## src/reset_seq_defines.svh

```systemverilog
`ifndef RESET_SEQ_DEFINES_SVH
`define RESET_SEQ_DEFINES_SVH

// Clock rates, in kHz
`define HCLK_KHZ 25000
`define SLOW_OSC_KHZ 32

// Bus clocks per slow oscillator period, rounded down
`define SLOW_DIV_CYCLES (`HCLK_KHZ / `SLOW_OSC_KHZ)

// Start-up delays in microseconds, as printed
`define STARTUP_RESET_DELAY_US 50000
`define WDT_RESET_DELAY_US 16700

// Least times round up to whole slow oscillator ticks
`define STARTUP_RESET_TICKS ((`STARTUP_RESET_DELAY_US * `SLOW_OSC_KHZ + 999) / 1000)
`define WDT_RESET_TICKS ((`WDT_RESET_DELAY_US * `SLOW_OSC_KHZ + 999) / 1000)

// Default wake-up delay and least low-supply duration, in slow ticks
`define WAKEUP_START_TICKS 16
`define MIN_LOWVOLT_TICKS 4

// Slow ticks after a bad control code before the reset fires
`define BAD_CODE_TICKS 2

// Counter widths
`define HOLD_W 16
`define DIV_W 16
`define FILT_W 8

// Threshold select codes and reset value
`define THR_CODE_2V10 8'h55
`define THR_CODE_2V55 8'h33
`define THR_CODE_3V15 8'h99
`define THR_CODE_3V80 8'hAA
`define THR_SEL_RESET 8'h55

// Watchdog enable field codes
`define WDT_CODE_DISABLE 5'h15
`define WDT_CODE_ENABLE 5'h0A

// Reset source flag positions
`define FLAG_WDT_REG_BIT 0
`define FLAG_THR_REG_BIT 1
`define FLAG_LOWVOLT_BIT 2
`define FLAGS_RESET 3'h0

// Interrupt event positions
`define EV_LOWVOLT 0
`define EV_THR_REG 1
`define EV_WDT_REG 2
`define EV_WDT_TIMEOUT 3
`define EV_W 4

// Register byte addresses
`define THR_SEL_ADDR 8'h00
`define FLAGS_ADDR 8'h04
`define IRQ_STAT_ADDR 8'h08
`define IRQ_CLR_ADDR 8'h0C
`define IRQ_EN_ADDR 8'h10
`define STATUS_ADDR 8'h14

`endif

```

## src/reset_seq_pkg.sv

```systemverilog
`include "reset_seq_defines.svh"

package reset_seq_pkg;

  // Reset sequencer phases
  typedef enum logic [1:0] {
    SEQ_POR_HOLD,
    SEQ_RUN,
    SEQ_FULL_HOLD,
    SEQ_PARTIAL_HOLD
  } seq_state_type;

  // Decoded low-voltage threshold level
  typedef enum logic [1:0] {
    LEVEL_2V10,
    LEVEL_2V55,
    LEVEL_3V15,
    LEVEL_3V80
  } thr_level_type;

endpackage : reset_seq_pkg

```

## src/mcu_reset_sources_and_flags.sv

```systemverilog
// Operation
// - Power-on reset clears program counter to zero
// - Power-on presets port data and direction high
// - Hold reset for 50ms after power-on
// - Ignore low-supply dips shorter than minimum duration
// - Low-voltage reset is full, sets flag bit 2 (code leaves the flag clear if it is detected during a full hold)
// - Decode four threshold select codes to levels
// - Bad threshold code: reset, restore default
// - Bad threshold code sets flag bit 1
// - Low-voltage reset keeps threshold register contents
// - Threshold register powers up as 0x55
// - Low-voltage reset disabled in power-down
// - Source flags sticky; only software zero clears
// - Flag bits 7 to 3 read zero
// - Normal watchdog time-out: full reset, set TO
// - Sleep time-out clears PC and SP only
// - TO and POWERDOWN_STATUS_FLAG follow reset cause table
// - Bad watchdog enable code: reset, set flag
//
// Design decisions made here: the register addresses and the AHB-Lite register port.
`include "reset_seq_defines.svh"

module mcu_reset_sources_and_flags
  import reset_seq_pkg::*;
#(
  parameter int SLOW_DIV = `SLOW_DIV_CYCLES,
  parameter int STARTUP_TICKS = `STARTUP_RESET_TICKS,
  parameter int WDT_TICKS = `WDT_RESET_TICKS,
  parameter int WAKE_TICKS = `WAKEUP_START_TICKS,
  parameter int MIN_LV_TICKS = `MIN_LOWVOLT_TICKS
) (
  input wire logic hclk,
  input wire logic hresetn,
  input wire logic hsel,
  input wire logic [31:0] haddr,
  input wire logic [1:0] htrans,
  input wire logic hwrite,
  input wire logic [2:0] hsize,
  input wire logic [31:0] hwdata,
  input wire logic hready,
  output logic hreadyout,
  output logic hresp,
  output logic [31:0] hrdata,
  input wire logic supply_low,
  input wire logic wdt_timeout,
  input wire logic [4:0] watchdog_enable_code,
  input wire logic sleep_mode,
  input wire logic idle_mode,
  input wire logic powerdown_mode,
  input wire logic clear_status_flags,
  output logic sys_reset_n,
  output logic pc_sp_clear,
  output logic port_preset,
  output logic [1:0] threshold_level,
  output logic timeout_status_flag,
  output logic powerdown_status_flag,
  output logic irq
);

  // Whole state of the block
  typedef struct packed {
    seq_state_type seq;              // Sequencer phase
    logic [`HOLD_W-1:0] hold_cnt;    // Slow ticks left in the hold
    logic [`DIV_W-1:0] div_cnt;      // Slow oscillator divider
    logic slow_tick;                 // One-cycle slow clock enable
    logic [7:0] thr_sel;             // Threshold select register
    logic lowvolt_reset_flag;
    logic threshold_reg_reset_flag;
    logic watchdog_reg_reset_flag;
    logic timeout_status_flag;
    logic powerdown_status_flag;
    logic [1:0] thr_bad_cnt;         // Ticks since a bad threshold code
    logic [1:0] wdc_bad_cnt;         // Ticks since a bad watchdog code
    logic [`EV_W-1:0] irq_stat;      // Sticky event bits
    logic [`EV_W-1:0] irq_en;        // Event enables
    logic wr_pend;                   // Write data phase pending
    logic [7:0] wr_addr;             // Address of the pending write
    logic [31:0] rdata;              // Read data for the data phase
  } state_type;

  state_type state_reg;
  state_type state_next;
  logic lowvolt_valid;

  // Sustained low supply, only while not powered down
  lowvolt_filter #(
    .MIN_TICKS(MIN_LV_TICKS)
  ) u_filter (
    .hclk(hclk),
    .hresetn(hresetn),
    .slow_tick(state_reg.slow_tick),
    .enable(!powerdown_mode),
    .supply_low(supply_low),
    .lowvolt_valid(lowvolt_valid)
  );

  // Threshold code checks
  function automatic logic thr_code_ok(input logic [7:0] code);
    thr_code_ok = (code == `THR_CODE_2V10) || (code == `THR_CODE_2V55) ||
                  (code == `THR_CODE_3V15) || (code == `THR_CODE_3V80);
  endfunction : thr_code_ok

  // Flag register image with unused bits zero
  function automatic logic [31:0] flags_image(input state_type s);
    flags_image = '0; // Bits 7 to 3 stay zero
    flags_image[`FLAG_LOWVOLT_BIT] = s.lowvolt_reset_flag;
    flags_image[`FLAG_THR_REG_BIT] = s.threshold_reg_reset_flag;
    flags_image[`FLAG_WDT_REG_BIT] = s.watchdog_reg_reset_flag;
  endfunction : flags_image

  // Level decode for the supply comparator
  always_comb begin
    case (state_reg.thr_sel)
      `THR_CODE_2V55: threshold_level = LEVEL_2V55;
      `THR_CODE_3V15: threshold_level = LEVEL_3V15;
      `THR_CODE_3V80: threshold_level = LEVEL_3V80;
      default: threshold_level = LEVEL_2V10;
    endcase
  end

  // Next-state logic: divider, sources, sequencer, flags and bus slave
  always_comb begin
    logic addr_phase;
    logic thr_bad;
    logic wdc_bad;
    logic thr_trig;
    logic wdc_trig;
    logic wdt_full;
    logic wdt_partial;
    logic full_trig;
    logic [`EV_W-1:0] ev;
    logic [7:0] raddr;
    addr_phase = 1'b0;
    thr_bad = 1'b0;
    wdc_bad = 1'b0;
    thr_trig = 1'b0;
    wdc_trig = 1'b0;
    wdt_full = 1'b0;
    wdt_partial = 1'b0;
    full_trig = 1'b0;
    ev = '0;
    raddr = haddr[7:0];
    state_next = state_reg;

    // Slow oscillator as a one-cycle enable from the bus clock
    state_next.slow_tick = 1'b0;
    if (state_reg.div_cnt == `DIV_W'(SLOW_DIV - 1)) begin
      state_next.div_cnt = '0;
      state_next.slow_tick = 1'b1;
    end else begin
      state_next.div_cnt = state_reg.div_cnt + `DIV_W'(1);
    end

    // Bad threshold code counts slow ticks, fires after 2 to 3 of them
    thr_bad = !thr_code_ok(state_reg.thr_sel);
    if (!thr_bad) begin
      state_next.thr_bad_cnt = '0;
    end else if (state_reg.slow_tick) begin
      if (state_reg.thr_bad_cnt == 2'(`BAD_CODE_TICKS)) begin
        thr_trig = 1'b1;
      end else begin
        state_next.thr_bad_cnt = state_reg.thr_bad_cnt + 2'(1);
      end
    end

    // Same timing for a bad watchdog enable code
    wdc_bad = (watchdog_enable_code != `WDT_CODE_DISABLE) &&
              (watchdog_enable_code != `WDT_CODE_ENABLE);
    if (!wdc_bad) begin
      state_next.wdc_bad_cnt = '0;
    end else if (state_reg.slow_tick) begin
      if (state_reg.wdc_bad_cnt == 2'(`BAD_CODE_TICKS)) begin
        wdc_trig = 1'b1;
        state_next.wdc_bad_cnt = '0;
      end else begin
        state_next.wdc_bad_cnt = state_reg.wdc_bad_cnt + 2'(1);
      end
    end

    // Watchdog time-out splits on the power mode
    wdt_partial = wdt_timeout && (sleep_mode || idle_mode);
    wdt_full = wdt_timeout && !sleep_mode && !idle_mode;
    full_trig = lowvolt_valid || thr_trig || wdc_trig || wdt_full;

    // Sequencer: a new full cause always restarts the hold
    case (state_reg.seq)
      SEQ_POR_HOLD, SEQ_FULL_HOLD: begin
        if (full_trig) begin
          state_next.seq = SEQ_FULL_HOLD;
        end else if (state_reg.slow_tick) begin
          if (state_reg.hold_cnt == '0) begin
            state_next.seq = SEQ_RUN; // Released on slow clock
          end else begin
            state_next.hold_cnt = state_reg.hold_cnt - `HOLD_W'(1);
          end
        end
      end
      SEQ_RUN: begin
        if (full_trig) begin
          state_next.seq = SEQ_FULL_HOLD;
        end else if (wdt_partial) begin
          state_next.seq = SEQ_PARTIAL_HOLD; // PC and SP only
          state_next.hold_cnt = `HOLD_W'(WAKE_TICKS);
        end
      end
      SEQ_PARTIAL_HOLD: begin
        if (full_trig) begin
          state_next.seq = SEQ_FULL_HOLD;
        end else if (wdt_partial) begin
          // A fresh time-out while waking restarts the delay
          state_next.hold_cnt = `HOLD_W'(WAKE_TICKS);
        end else if (state_reg.slow_tick) begin
          if (state_reg.hold_cnt == '0) begin
            state_next.seq = SEQ_RUN; // Wake-up delay over
          end else begin
            state_next.hold_cnt = state_reg.hold_cnt - `HOLD_W'(1);
          end
        end
      end
      default: begin
        state_next.seq = SEQ_FULL_HOLD;
      end
    endcase

    // Hold length follows the cause; watchdog time-out holds shorter
    if (full_trig) begin
      if (wdt_full && !lowvolt_valid && !thr_trig && !wdc_trig) begin
        state_next.hold_cnt = `HOLD_W'(WDT_TICKS);
      end else begin
        state_next.hold_cnt = `HOLD_W'(STARTUP_TICKS);
      end
    end

    // Status flags; a low-voltage reset leaves both as they were
    if (clear_status_flags) begin
      state_next.timeout_status_flag = 1'b0;
      state_next.powerdown_status_flag = 1'b0;
    end
    if (wdt_full) begin
      state_next.timeout_status_flag = 1'b1;
    end
    if (wdt_partial) begin
      state_next.timeout_status_flag = 1'b1;
      state_next.powerdown_status_flag = 1'b1;
    end

    // Bus data phase: writes land one cycle after their address phase
    state_next.wr_pend = 1'b0;
    if (state_reg.wr_pend) begin
      case (state_reg.wr_addr)
        `THR_SEL_ADDR: begin
          state_next.thr_sel = hwdata[7:0];
        end
        `FLAGS_ADDR: begin
          // Zero clears, one is ignored
          if (!hwdata[`FLAG_LOWVOLT_BIT]) begin
            state_next.lowvolt_reset_flag = 1'b0;
          end
          if (!hwdata[`FLAG_THR_REG_BIT]) begin
            state_next.threshold_reg_reset_flag = 1'b0;
          end
          if (!hwdata[`FLAG_WDT_REG_BIT]) begin
            state_next.watchdog_reg_reset_flag = 1'b0;
          end
        end
        `IRQ_CLR_ADDR: begin
          state_next.irq_stat = state_reg.irq_stat & ~hwdata[`EV_W-1:0];
        end
        `IRQ_EN_ADDR: begin
          state_next.irq_en = hwdata[`EV_W-1:0];
        end
        default: begin
          // Read-only or unmapped: write dropped
        end
      endcase
    end

    // Bad code restores the register, overriding any write
    // No other cause touches it, so a low-voltage hold keeps it
    if (thr_trig) begin
      state_next.thr_sel = `THR_SEL_RESET;
    end

    // Hardware sets after software clears, so a set is never lost
    if (lowvolt_valid && state_reg.seq != SEQ_FULL_HOLD) begin
      state_next.lowvolt_reset_flag = 1'b1;
    end
    if (thr_trig) begin
      state_next.threshold_reg_reset_flag = 1'b1;
    end
    if (wdc_trig) begin
      state_next.watchdog_reg_reset_flag = 1'b1;
    end

    // Interrupt events, also set over a same-cycle clear
    ev[`EV_LOWVOLT] = lowvolt_valid && state_reg.seq != SEQ_FULL_HOLD;
    ev[`EV_THR_REG] = thr_trig;
    ev[`EV_WDT_REG] = wdc_trig;
    ev[`EV_WDT_TIMEOUT] = wdt_timeout;
    state_next.irq_stat = state_next.irq_stat | ev;

    // Address phase: latch writes, prepare read data
    addr_phase = hsel && htrans[1] && hready;
    if (addr_phase) begin
      state_next.wr_pend = hwrite;
      state_next.wr_addr = raddr;
      state_next.rdata = '0;
      if (!hwrite) begin
        case (raddr)
          `THR_SEL_ADDR: state_next.rdata = {24'h000000, state_reg.thr_sel};
          `FLAGS_ADDR: state_next.rdata = flags_image(state_reg);
          `IRQ_STAT_ADDR: state_next.rdata = {28'h0000000, state_reg.irq_stat};
          `IRQ_EN_ADDR: state_next.rdata = {28'h0000000, state_reg.irq_en};
          `STATUS_ADDR: begin
            state_next.rdata = {24'h000000, 2'b00, state_reg.seq, threshold_level,
                                state_reg.powerdown_status_flag,
                                state_reg.timeout_status_flag};
          end
          default: state_next.rdata = '0;
        endcase
      end
    end
  end

  // State register; power-on values come only from here
  always_ff @(posedge hclk or negedge hresetn) begin
    if (!hresetn) begin
      state_reg <= '0;
      state_reg.seq <= SEQ_POR_HOLD;
      state_reg.hold_cnt <= `HOLD_W'(`STARTUP_RESET_TICKS);
      state_reg.thr_sel <= `THR_SEL_RESET;
      state_reg.timeout_status_flag <= 1'b0;
      state_reg.powerdown_status_flag <= 1'b0;
    end else begin
      state_reg <= state_next;
    end
  end

  // Reset outputs decoded from the sequencer phase
  assign sys_reset_n = (state_reg.seq == SEQ_RUN) || (state_reg.seq == SEQ_PARTIAL_HOLD);
  assign pc_sp_clear = (state_reg.seq != SEQ_RUN);
  assign port_preset = (state_reg.seq == SEQ_POR_HOLD);
  assign timeout_status_flag = state_reg.timeout_status_flag;
  assign powerdown_status_flag = state_reg.powerdown_status_flag;
  assign irq = |(state_reg.irq_stat & state_reg.irq_en);

  // Zero-wait slave, always OKAY
  assign hreadyout = 1'b1;
  assign hresp = 1'b0;
  assign hrdata = state_reg.rdata;

endmodule : mcu_reset_sources_and_flags

```

## src/lowvolt_filter.sv

```systemverilog
`include "reset_seq_defines.svh"

// Rejects low-supply indications that do not outlast the least duration
module lowvolt_filter
  import reset_seq_pkg::*;
#(
  parameter int MIN_TICKS = `MIN_LOWVOLT_TICKS
) (
  input wire logic hclk,
  input wire logic hresetn,
  input wire logic slow_tick,
  input wire logic enable,
  input wire logic supply_low,
  output logic lowvolt_valid
);

  // Whole state of the filter
  typedef struct packed {
    logic [`FILT_W-1:0] cnt; // Slow ticks seen while low
    logic valid;             // Indication accepted
  } filt_state_type;

  filt_state_type state_reg;
  filt_state_type state_next;

  // Count ticks of a continuous low supply; any break restarts the count
  always_comb begin
    state_next = state_reg;
    if (!enable || !supply_low) begin
      state_next.cnt = '0; // Short dips are forgotten
      state_next.valid = 1'b0;
    end else if (slow_tick && !state_reg.valid) begin
      state_next.cnt = state_reg.cnt + `FILT_W'(1);
      // Must stay low longer than the least duration
      if (state_reg.cnt >= `FILT_W'(MIN_TICKS)) begin
        state_next.valid = 1'b1;
      end
    end
  end

  // State register
  always_ff @(posedge hclk or negedge hresetn) begin
    if (!hresetn) begin
      state_reg <= '0;
    end else begin
      state_reg <= state_next;
    end
  end

  assign lowvolt_valid = state_reg.valid;

endmodule : lowvolt_filter

```

## config.mk

```make
export PLATFORM = sky130hd
export DESIGN_NAME = mcu_reset_sources_and_flags
export DESIGN_NICKNAME = d
export VERILOG_FILES = /design/src/reset_seq_pkg.sv /design/src/mcu_reset_sources_and_flags.sv /design/src/lowvolt_filter.sv
export VERILOG_INCLUDE_DIRS = /design/src
export SDC_FILE = /design/constraint.sdc
export NUM_CORES = 1
export LEC_CHECK = 0
export BUFFER_PORTS_ARGS = -buffer_cell sky130_fd_sc_hd__clkbuf_2
export CELL_PAD_IN_SITES_DETAIL_PLACEMENT = 1
export CELL_PAD_IN_SITES_GLOBAL_PLACEMENT = 2
export CORE_UTILIZATION = 29
export CTS_BUF_LIST = sky130_fd_sc_hd__clkbuf_16
export DETAILED_ROUTE_END_ITERATION = 6
export PLACE_DENSITY = 0.78
export SKIP_CTS_REPAIR_TIMING = 1
export SLEW_MARGIN = 20
export SYNTH_ARGS = -nofsm -noshare
export SYNTH_HDL_FRONTEND = slang
export SYNTH_SLANG_ARGS = --single-unit
```

## constraint.sdc

```tcl
create_clock -name hclk -period 2.45 [get_ports hclk]
set_input_delay 0 -clock hclk [delete_from_list [all_inputs] [get_ports hclk]]
set_output_delay 0 -clock hclk [all_outputs]
set_load 0.005 [all_outputs]
```

==> results of run 1 <==
layout make-up:
| type | count | area [sq um] |
|---|---|---|
| well taps | 211 | 264.0 |
| inverters | 18 | 67.56 |
| repair buffers | 86 | 595.6 |
| clock buffers | 9 | 225.2 |
| fillers | 1820 | 9798 |
| multi-input cells | 357 | 2241 |
| clock inverters | 7 | 75.07 |
| flip-flops and latches | 86 | 2161 |
critical path: stages (launching register included):
cell	delay (ns)
dfstp_2	0.58
or4bb_4	0.56
nor2_4	0.11
nor4_2	0.06
or3_4	0.38
or4_1	0.52
nand3_1	0.10
logic make-up (layout without fill, tap and decap cells):
family / after synthesis / after routing
buf+inv: 62 / 120
compound gates: 79 / 79
fa+ha+maj: 6 / 6
mux: 31 / 31
simple gates: 193 / 193
xor+xnor: 22 / 22
flops: 86 / 86
other cells: 2 / 26
cell usage in the layout, fill, tap and decap left out, drive strengths merged, types with 5 or more instances in the layout:
cell,count
dfrtp,79
nor4,12
dfstp,7
or3,9
mux2,13
xnor2,6
nand2b,6
nand4,7
xor2,16
nand3,16
clkbuf,56
ha,6
buf,20
a21oi,20
mux2i,18
and3,7
or4,5
nand2,50
nor3,14
nor2,48
o21ai,28
inv,20
dlygate4sd3,19
conb,26
cells in the mapped netlist, types with 2 or more instances:
cell type	n
a21oi_1	20
xor2_1	16
nor2b_1	2
mux2_2	13
nand4bb_1	2
a32o_1	3
or4_1	3
nor4bb_1	2
or4bb_1	3
a22oi_1	4
o211ai_1	2
nor2_1	48
buf_4	34
nand3b_1	3
nand4_1	7
and3_1	7
nand2_1	50
or4_4	2
nand2b_1	6
or2_2	2
nor3_1	14
or3_1	7
nor4_2	4
o22ai_1	4
clkbuf_1	8
and2_1	2
nor4_1	8
conb_1	2
o21ai_1	2
inv_1	18
ha_1	6
o21ai_0	26
dfrtp_1	79
a31oi_1	4
mux2i_1	18
xnor2_1	6
dfstp_2	7
nand3_1	16
a21o_1	4
path summary, 6_finish.rpt:
path	from	end	cells after the start
worst max-delay path	state_reg[62]	state_reg[94]	6
worst min-delay path	haddr[2]	state_reg[34]	2
worst max register to register	state_reg[62]	state_reg[94]	6
worst min register to register	hrdata[3]	hrdata[3]	2
max in group asynchronous	hresetn	state_reg[60]	3
min in group asynchronous	hresetn	state_reg[40]	2
power by group:
part	internal, mW	switching (mW)	total, mW
Clock	0.796	0.607	1.40
Sequential	1.48	0.0557	1.53
Combinational	0.133	0.156	0.290
per-layer routing:
metal,GRT usage,share of wire,vias up
met2,0.2378,0.48,71
li1,-,-,1791
met4,0.05606,0.015,0
met3,0.03285,0.035,11
met1,0.1945,0.47,1866
met5,0,0,-
through the flow:
step	utilization	setup TNS (ns)	total power, mW	setup slack, ns	cell area [sq um]
global route	0.3649	-0.03965	3.370	-0.02283	5629
global placement	0.3291	0	1.796	0.03546	5077
floorplan	-	0	1.717	0.1564	4732
detailed placement	0.3291	0	1.812	0.02271	5077
finish	0.3649	0	3.227	0.07117	5629
CTS	0.3486	-0.01383	3.228	-0.01383	5378
==> impl_results.md, run 1 <==
- Post-synthesis adder-cell area fraction: 0.01617
- TritonCTS Buffers: 9
- Synth area leaders: dfrtp_1 43%, buf_4 5.5%, nand2_1 4.0%
- CP Data Required Time: 2.73 ns
- Vias: 3739
- Initial DRT Pass Iterations: 4
- Post-route ant nets: 0
- Clock Sinks: 86
- DP Cell Count: 736
- Initial antenna violation count: 0
- Power Density: 573.2 nW/um^2
- Final std cells w/o fill: 774
- GR Util All Layers: 0.1480
- Share of cells above drive strength 1: 0.2114
- Wirelength per Cell: 15.10 um
- Flops & latches, synth: 86
- Type of origin of the critical path: register
- PortBufs: 48
- Clk root buf: clkbuf_16
- Antenna fix cells: 0
- Leak: 2.500 nW
- Reg2Reg Setup Slack: 0.07 ns
- VDD IR max: 383.6 uV
- Htree depth: 3
- Final worst hold slack: 0.004023 ns
- Number of flops mapped to enable cells by yosys: 0
- Status: complete, no violations
- First-pass GRT wire length: 19060 um
- Vias in the first global route: 3799
- Max-Cap Viols: 0
- Critical path arrival: 2.66 ns
- Mapped cell area: 4642 sq um
- Crit path capture type: register
- XOR/XNOR share of the synthesized area: 0.04151
- Syn Inst Count: 481
- Final Hold Viols: 0
- Clock slew at reported path FFs: 0.07 ns
- Mux share of post-synthesis cell area: 0.07035
- Total gr overflow: 0
- Dominant synthesized flop cell: dfrtp_1
- Routability cong.: 0.8254
- Seq/Total Area, Yosys: 0.4655
- Layout Area Growth over Synthesis: 21.27%
- Largest net degree at the start of global routing: 47
- Worst-path fanout max: 6
- Initial detailed-routing violation count: 135
- Relative slew margins: 0.4090
- Routed wire length: 11690 um
- Layout Skew: 0.007075 ns
- Synth Area in Compound Gates: 0.1089
- Syn avg cell area: 9.651 sq um
- Worst-skew pair later-pin latency: 0.35 ns
- Top Ports: 127
- Die area: 16520 sq um
- Yosys top cell area share: 0.4259
- Hpwl dp: 8474 um
- CTS Buffer Depth: 2
- Worst-Margin Slew: 0.8797 ns
- Yosys cell types: 56
- Initial core utilization: 0.3009
- Core area: 15430 sq um
- Largest area contributor in the synthesized netlist: dfrtp_1
- CTS tree: done
- Total number of yosys warnings: 0
- # setup viols final: 0
- Fin crit share: 0.9710
- CP Class: register to register
- DRC errors left: 0
- Final max-slew violation count: 0
- Post-Synth Simple-Gate Area: 0.2181
- Final worst path period need: 2.379 ns
- # rows: 45
- Die Wd: 128.5 um
- Die height: 128.5 um
- Largest family of logic cells by synthesized area: simple AND/OR/NAND/NOR gates
- Fmax: 0.4204 GHz
- Final nets: 649
- HP Class: input port to register
- Max FFs per register: 67
- Drt via density: 4.831
- Ys async rst share: 1.000
Note: power is estimated with default switching activity, not from simulation.
==> inputs of run 2 (changes only) <==
- CORE_ASPECT_RATIO: unset -> 0.8
==> impl_results.md, run 2 (synthesis results as in run 1) <==
- Type of origin of the critical path: register
- Initial core utilization: 0.3031
- Fin crit share: 0.9653
- Clk root buf: clkbuf_16
- Vias: 3702
- Die Wd: 143.5 um
- Worst r2r path cells: 6
- Internal power: 2.386 mW
- Top Ports: 127
- Worst-path fanout max: 6
- Initial DRT Pass Iterations: 4
- Final worst hold slack: -0.01425 ns
- Post-route ant nets: 0
- Final worst path period need: 2.365 ns
- Leak: 2.503 nW
- Sw frac: 0.2456
- Status: finished, violations left
- Critical hold path startpoint: hwdata[0]
- Share of cells above drive strength 1: 0.2110
- Fmax: 0.4228 GHz
- Reg2Reg Setup Slack: 0.09 ns
- Slowest CP cell: dfstp_2
- CP Data Required Time: 2.73 ns
- Core area: 15310 sq um
- Layout Skew: 0.007672 ns
- Sequential power share: 0.485
- Antenna fix cells: 0
- Clock share of power: 0.424
- Total gr overflow: 0
- Switch Pwr: 0.7768 mW
- Final max-slew violation count: 0
- PortBufs: 48
- Relative slew margins: 0.4092
- Die area: 16520 sq um
- # setup viols final: 0
- Seq. cell area: 2161 sq um
- RR Endpoint: state_reg[94]
- Logic pwr share: 0.091
- Critical path arrival: 2.65 ns
- Final Hold Viols: 4
- Final nets: 650
- DRC errors left: 0
- CTS Buffer Depth: 2
- HP Class: input port to register
- Most common cell after layout, fill and taps aside: dfrtp_1
- Htree depth: 3
- CTS tree: done
- Initial detailed-routing violation count: 167
- Die height: 115.2 um
- Most frequent cells in the layout: 79 x dfrtp_1, 50 x nand2_1, 47 x nor2_1, 47 x clkbuf_2
- # rows: 40
- Wirelength per Cell: 15.51 um
- Routability cong.: 0.8501
- Filler instances: 1797
- Multi-input gate area: 2241 sq um
- Max FFs per register: 67
- GR Util All Layers: 0.1565
- Crit path capture type: register
- Layout Area Growth over Synthesis: 20.67%
- Initial antenna violation count: 0
- Largest net degree at the start of global routing: 84
- Failing checks: hold timing
- Worst r2r src: state_reg[62]
- Clock slew at reported path FFs: 0.06 ns
- Drt via density: 4.783
- Vias in the first global route: 3828
- Setup TNS: 0 ns
- Hold EP: state_reg[41]
- Critical path launch point: state_reg[62]
- Worst-skew pair later-pin latency: 0.35 ns
- VDD IR max: 300.4 uV
- Clock Sinks: 86
- Max-Cap Viols: 0
- Hold Path Stages: 2
- Routed wire length: 12010 um
- TritonCTS Buffers: 9
- Worst-Margin Slew: 0.8794 ns
- CP Class: register to register
- CP cell instances: or4bb_4, nor2_4, nor4_2, or3_4, or4_1, nand3_1
- Slowest stage delay, CP: 0.57 ns
- Hpwl dp: 8715 um
- First-pass GRT wire length: 19920 um
- Power Density: 564.7 nW/um^2
## run 2: changes by cell type in the layout (fill, tap and decap cells not counted), sizes merged
cell	before	now
buf	20	22
clkinvlp	1	0
dlygate4sd3	19	18
inv	20	21
## run 2: worst max-delay path by stage
stage	cells after the start	slack, ns	end
after CTS	6	-0.01	state_reg[94]
after global placement	6	0.04	state_reg[94]
after floorplan	6	0.16	state_reg[94]
final	6	0.09	state_reg[94]
after detailed placement	6	0.02	state_reg[94]
after global routing	6	-0.002	state_reg[94]
## run 2: power by group through the flow
| stage | clock network [mW] | logic (mW) | registers (mW) |
|---|---|---|---|
| 6_report | 1.34 | 0.287 | 1.53 |
| 4_1_cts | 1.38 | 0.252 | 1.53 |
| 2_1_floorplan | 0 | 0.175 | 1.54 |
| 3_5_place_dp | 0 | 0.251 | 1.56 |
| 5_1_grt | 1.43 | 0.324 | 1.54 |
| 3_3_place_gp | 0 | 0.241 | 1.55 |
## run 2: critical path, delay by kind of cell, from the launching register on
family / cells / cell delay (ns)
and+or+nand+nor: 6 / 1.73
DFF: 1 / 0.57
## run 2: routing by layer
layer | wire [um] | share of wire | up-vias | track usage
met2 | 5653 | 0.47 | 65 | 0.2515
met1 | 5813 | 0.48 | 1833 | 0.2093
li1 | - | - | 1795 | -
met5 | 0 | 0 | - | 0
met3 | 415 | 0.035 | 9 | 0.03915
met4 | 123 | 0.010 | 0 | 0.04255
## run 2: area by class of cell
cell class,instances,area share
clock buffer,9,0.04021
timing repair buffer,87,0.1043
multi-input combinational,357,0.4000
inverter,18,0.01206
sequential,86,0.3857
clock inverter,7,0.01072
tap,210,0.04691
## run 2: through the flow
| stage | util | instance area [sq um] | setup slack (ns) | cells | power [mW] |
|---|---|---|---|---|---|
| after floorplan | - | 4732 | 0.1564 | 505 | 1.717 |
| after global placement | 0.3306 | 5064 | 0.04277 | 735 | 1.794 |
| after detailed placement | 0.3306 | 5064 | 0.01519 | 735 | 1.810 |
| after CTS | 0.3493 | 5349 | -0.009631 | 751 | 3.171 |
| after global routing | 0.3658 | 5602 | -0.001620 | 774 | 3.299 |
| final | 0.3658 | 5602 | 0.08505 | 774 | 3.163 |
==> inputs of run 3 (changes only) <==
- BUFFER_PORTS_ARGS: -buffer_cell sky130_fd_sc_hd__clkbuf_2 -> -buffer_cell sky130_fd_sc_hd__buf_2
==> impl_results.md, run 3 (synthesis results as in run 1) <==
- RR Endpoint: state_reg[94]
- Max-Cap Viols: 0
- Hpwl dp: 8492 um
- Die area: 16520 sq um
- DP Cell Count: 734
- Most frequent cells in the layout: 79 x dfrtp_1, 50 x nand2_1, 47 x nor2_1, 47 x buf_2
- Clk root buf: clkbuf_16
- First-pass GRT wire length: 19810 um
- Crit path capture type: register
- Largest net degree at the start of global routing: 87
- Total gr overflow: 0
- Final worst path period need: 2.385 ns
- WP buf/inv: 0
- Layout Area Growth over Synthesis: 19.08%
- GR Util All Layers: 0.1554
- Vias: 3701
- Fmax: 0.4193 GHz
- Post-route ant nets: 0
- Layout Skew: 0.007591 ns
- HP Class: input port to register
- Type of origin of the critical path: register
- Critical hold path startpoint: idle_mode
- # setup viols final: 0
- Fin util: 0.3609
- Slowest stage delay, CP: 0.57 ns
- Worst r2r path cells: 6
- Routed wire length: 11620 um
- Worst-path fanout max: 6
- TritonCTS Buffers: 9
- Vias in the first global route: 3777
- Final worst hold slack: -0.003382 ns
- Htree depth: 3
- VDD IR max: 294.5 uV
- Max FFs per register: 67
- Final std cells w/o fill: 769
- Initial core utilization: 0.3031
- Reg2Reg Setup Slack: 0.06 ns
- Most common cell after layout, fill and taps aside: dfrtp_1
- Initial detailed-routing violation count: 188
- Hold EP: powerdown_status_flag
- Die Wd: 143.5 um
- Critical path arrival: 2.66 ns
- DRC errors left: 0
- Final Hold Viols: 1
- Failing checks: hold timing
- Final nets: 645
- Routability cong.: 0.8370
- Top Ports: 127
- CTS tree: done
- Initial antenna violation count: 0
- Clock slew at reported path FFs: 0.06 ns
- Wirelength per Cell: 15.11 um
- Die height: 115.2 um
- Initial DRT Pass Iterations: 4
- Leak: 2.450 nW
- Power Density: 551.4 nW/um^2
- CP Data Required Time: 2.73 ns
- Final Worst Setup Slack: 0.06480 ns
- Delay-heaviest family, CP: simple AND/OR/NAND/NOR gates
- DP Worst Slack: 0.02994 ns
- Core area: 15310 sq um
- CP Class: register to register
- CP cell instances: or4bb_1, nor2_2, nor4_2, or3_4, or4_1, nand3_1
- Fin crit share: 0.9736
- Setup TNS: 0 ns
- Worst r2r src: state_reg[62]
- Drt via density: 4.813
- RSZ-0062 raised after global routing: no
- Share of cells above drive strength 1: 0.2039
- # rows: 40
- Clock Sinks: 86
- Antenna fix cells: 0
- CTS Buffer Depth: 2
- Worst-skew pair later-pin latency: 0.35 ns
- Relative slew margins: 0.4652
- Worst-Margin Slew: 0.8022 ns
- Filler instances: 1836
- Slowest CP cell: dfstp_2
- Final max-slew violation count: 0
- Critical path launch point: state_reg[62]
- Hold Path Stages: 3
- Status: finished, violations left
- PortBufs: 48
## run 3: cell count changes in the layout (fill, tap and decap cells not counted), moves of 2 or more
cell	change
clkinvlp_4	+2
buf_4	-5
buf_2	+47
inv_1	-3
clkbuf_2	-47
clkinv_1	+2
## run 3: report_power, final
part / total (mW) / leakage [nW] / switching (mW) / internal [mW]
clock network: 1.24 / 0.126 / 0.563 / 0.677
registers: 1.53 / 1.08 / 0.0545 / 1.48
logic: 0.275 / 1.25 / 0.152 / 0.123
total: 3.05 / 2.45 / 0.769 / 2.28
## run 3: cell type report
type                            instances  area (sq um)  share of cell area
Multi-Input combinational cell        357          2223              0.4022
Sequential cell                        86          2161              0.3909
Timing Repair Buffer                   82         546.8             0.09891
Tap cell                              210         262.8             0.04753
Clock buffer                            9         225.2             0.04074
Inverter                               18         67.56             0.01222
Clock inverter                          7         41.29            0.007469
## run 3: through the flow
step	instance area (sq um)	total power, mW
global route	5528	3.208
CTS	5323	3.069
finish	5528	3.048
global placement	5056	1.792
floorplan	4732	1.717
detailed placement	5056	1.806
## run 3: worst register-to-register path, delay by kind of cell, from the launching register on
kind,cells,cell delay [ns]
AND/OR/NAND/NOR,6,1.77
flip-flops,1,0.57
## run 3: how the worst max path moves through the flow
stage	to	slack [ns]	depth (start not counted)
after floorplan	state_reg[94]	0.16	6
after global placement	state_reg[94]	0.05	6
after detailed placement	state_reg[94]	0.03	6
after CTS	state_reg[94]	0.009	6
after global routing	state_reg[94]	0.003	6
final	state_reg[94]	0.06	6
## run 3: metal layers
metal	GRT usage	vias to the layer above	wire length [um]
li1	-	1785	-
met1	0.2141	1828	5653
met2	0.2450	79	5329
met3	0.03748	9	528
met4	0.03830	0	112
met5	0	-	0
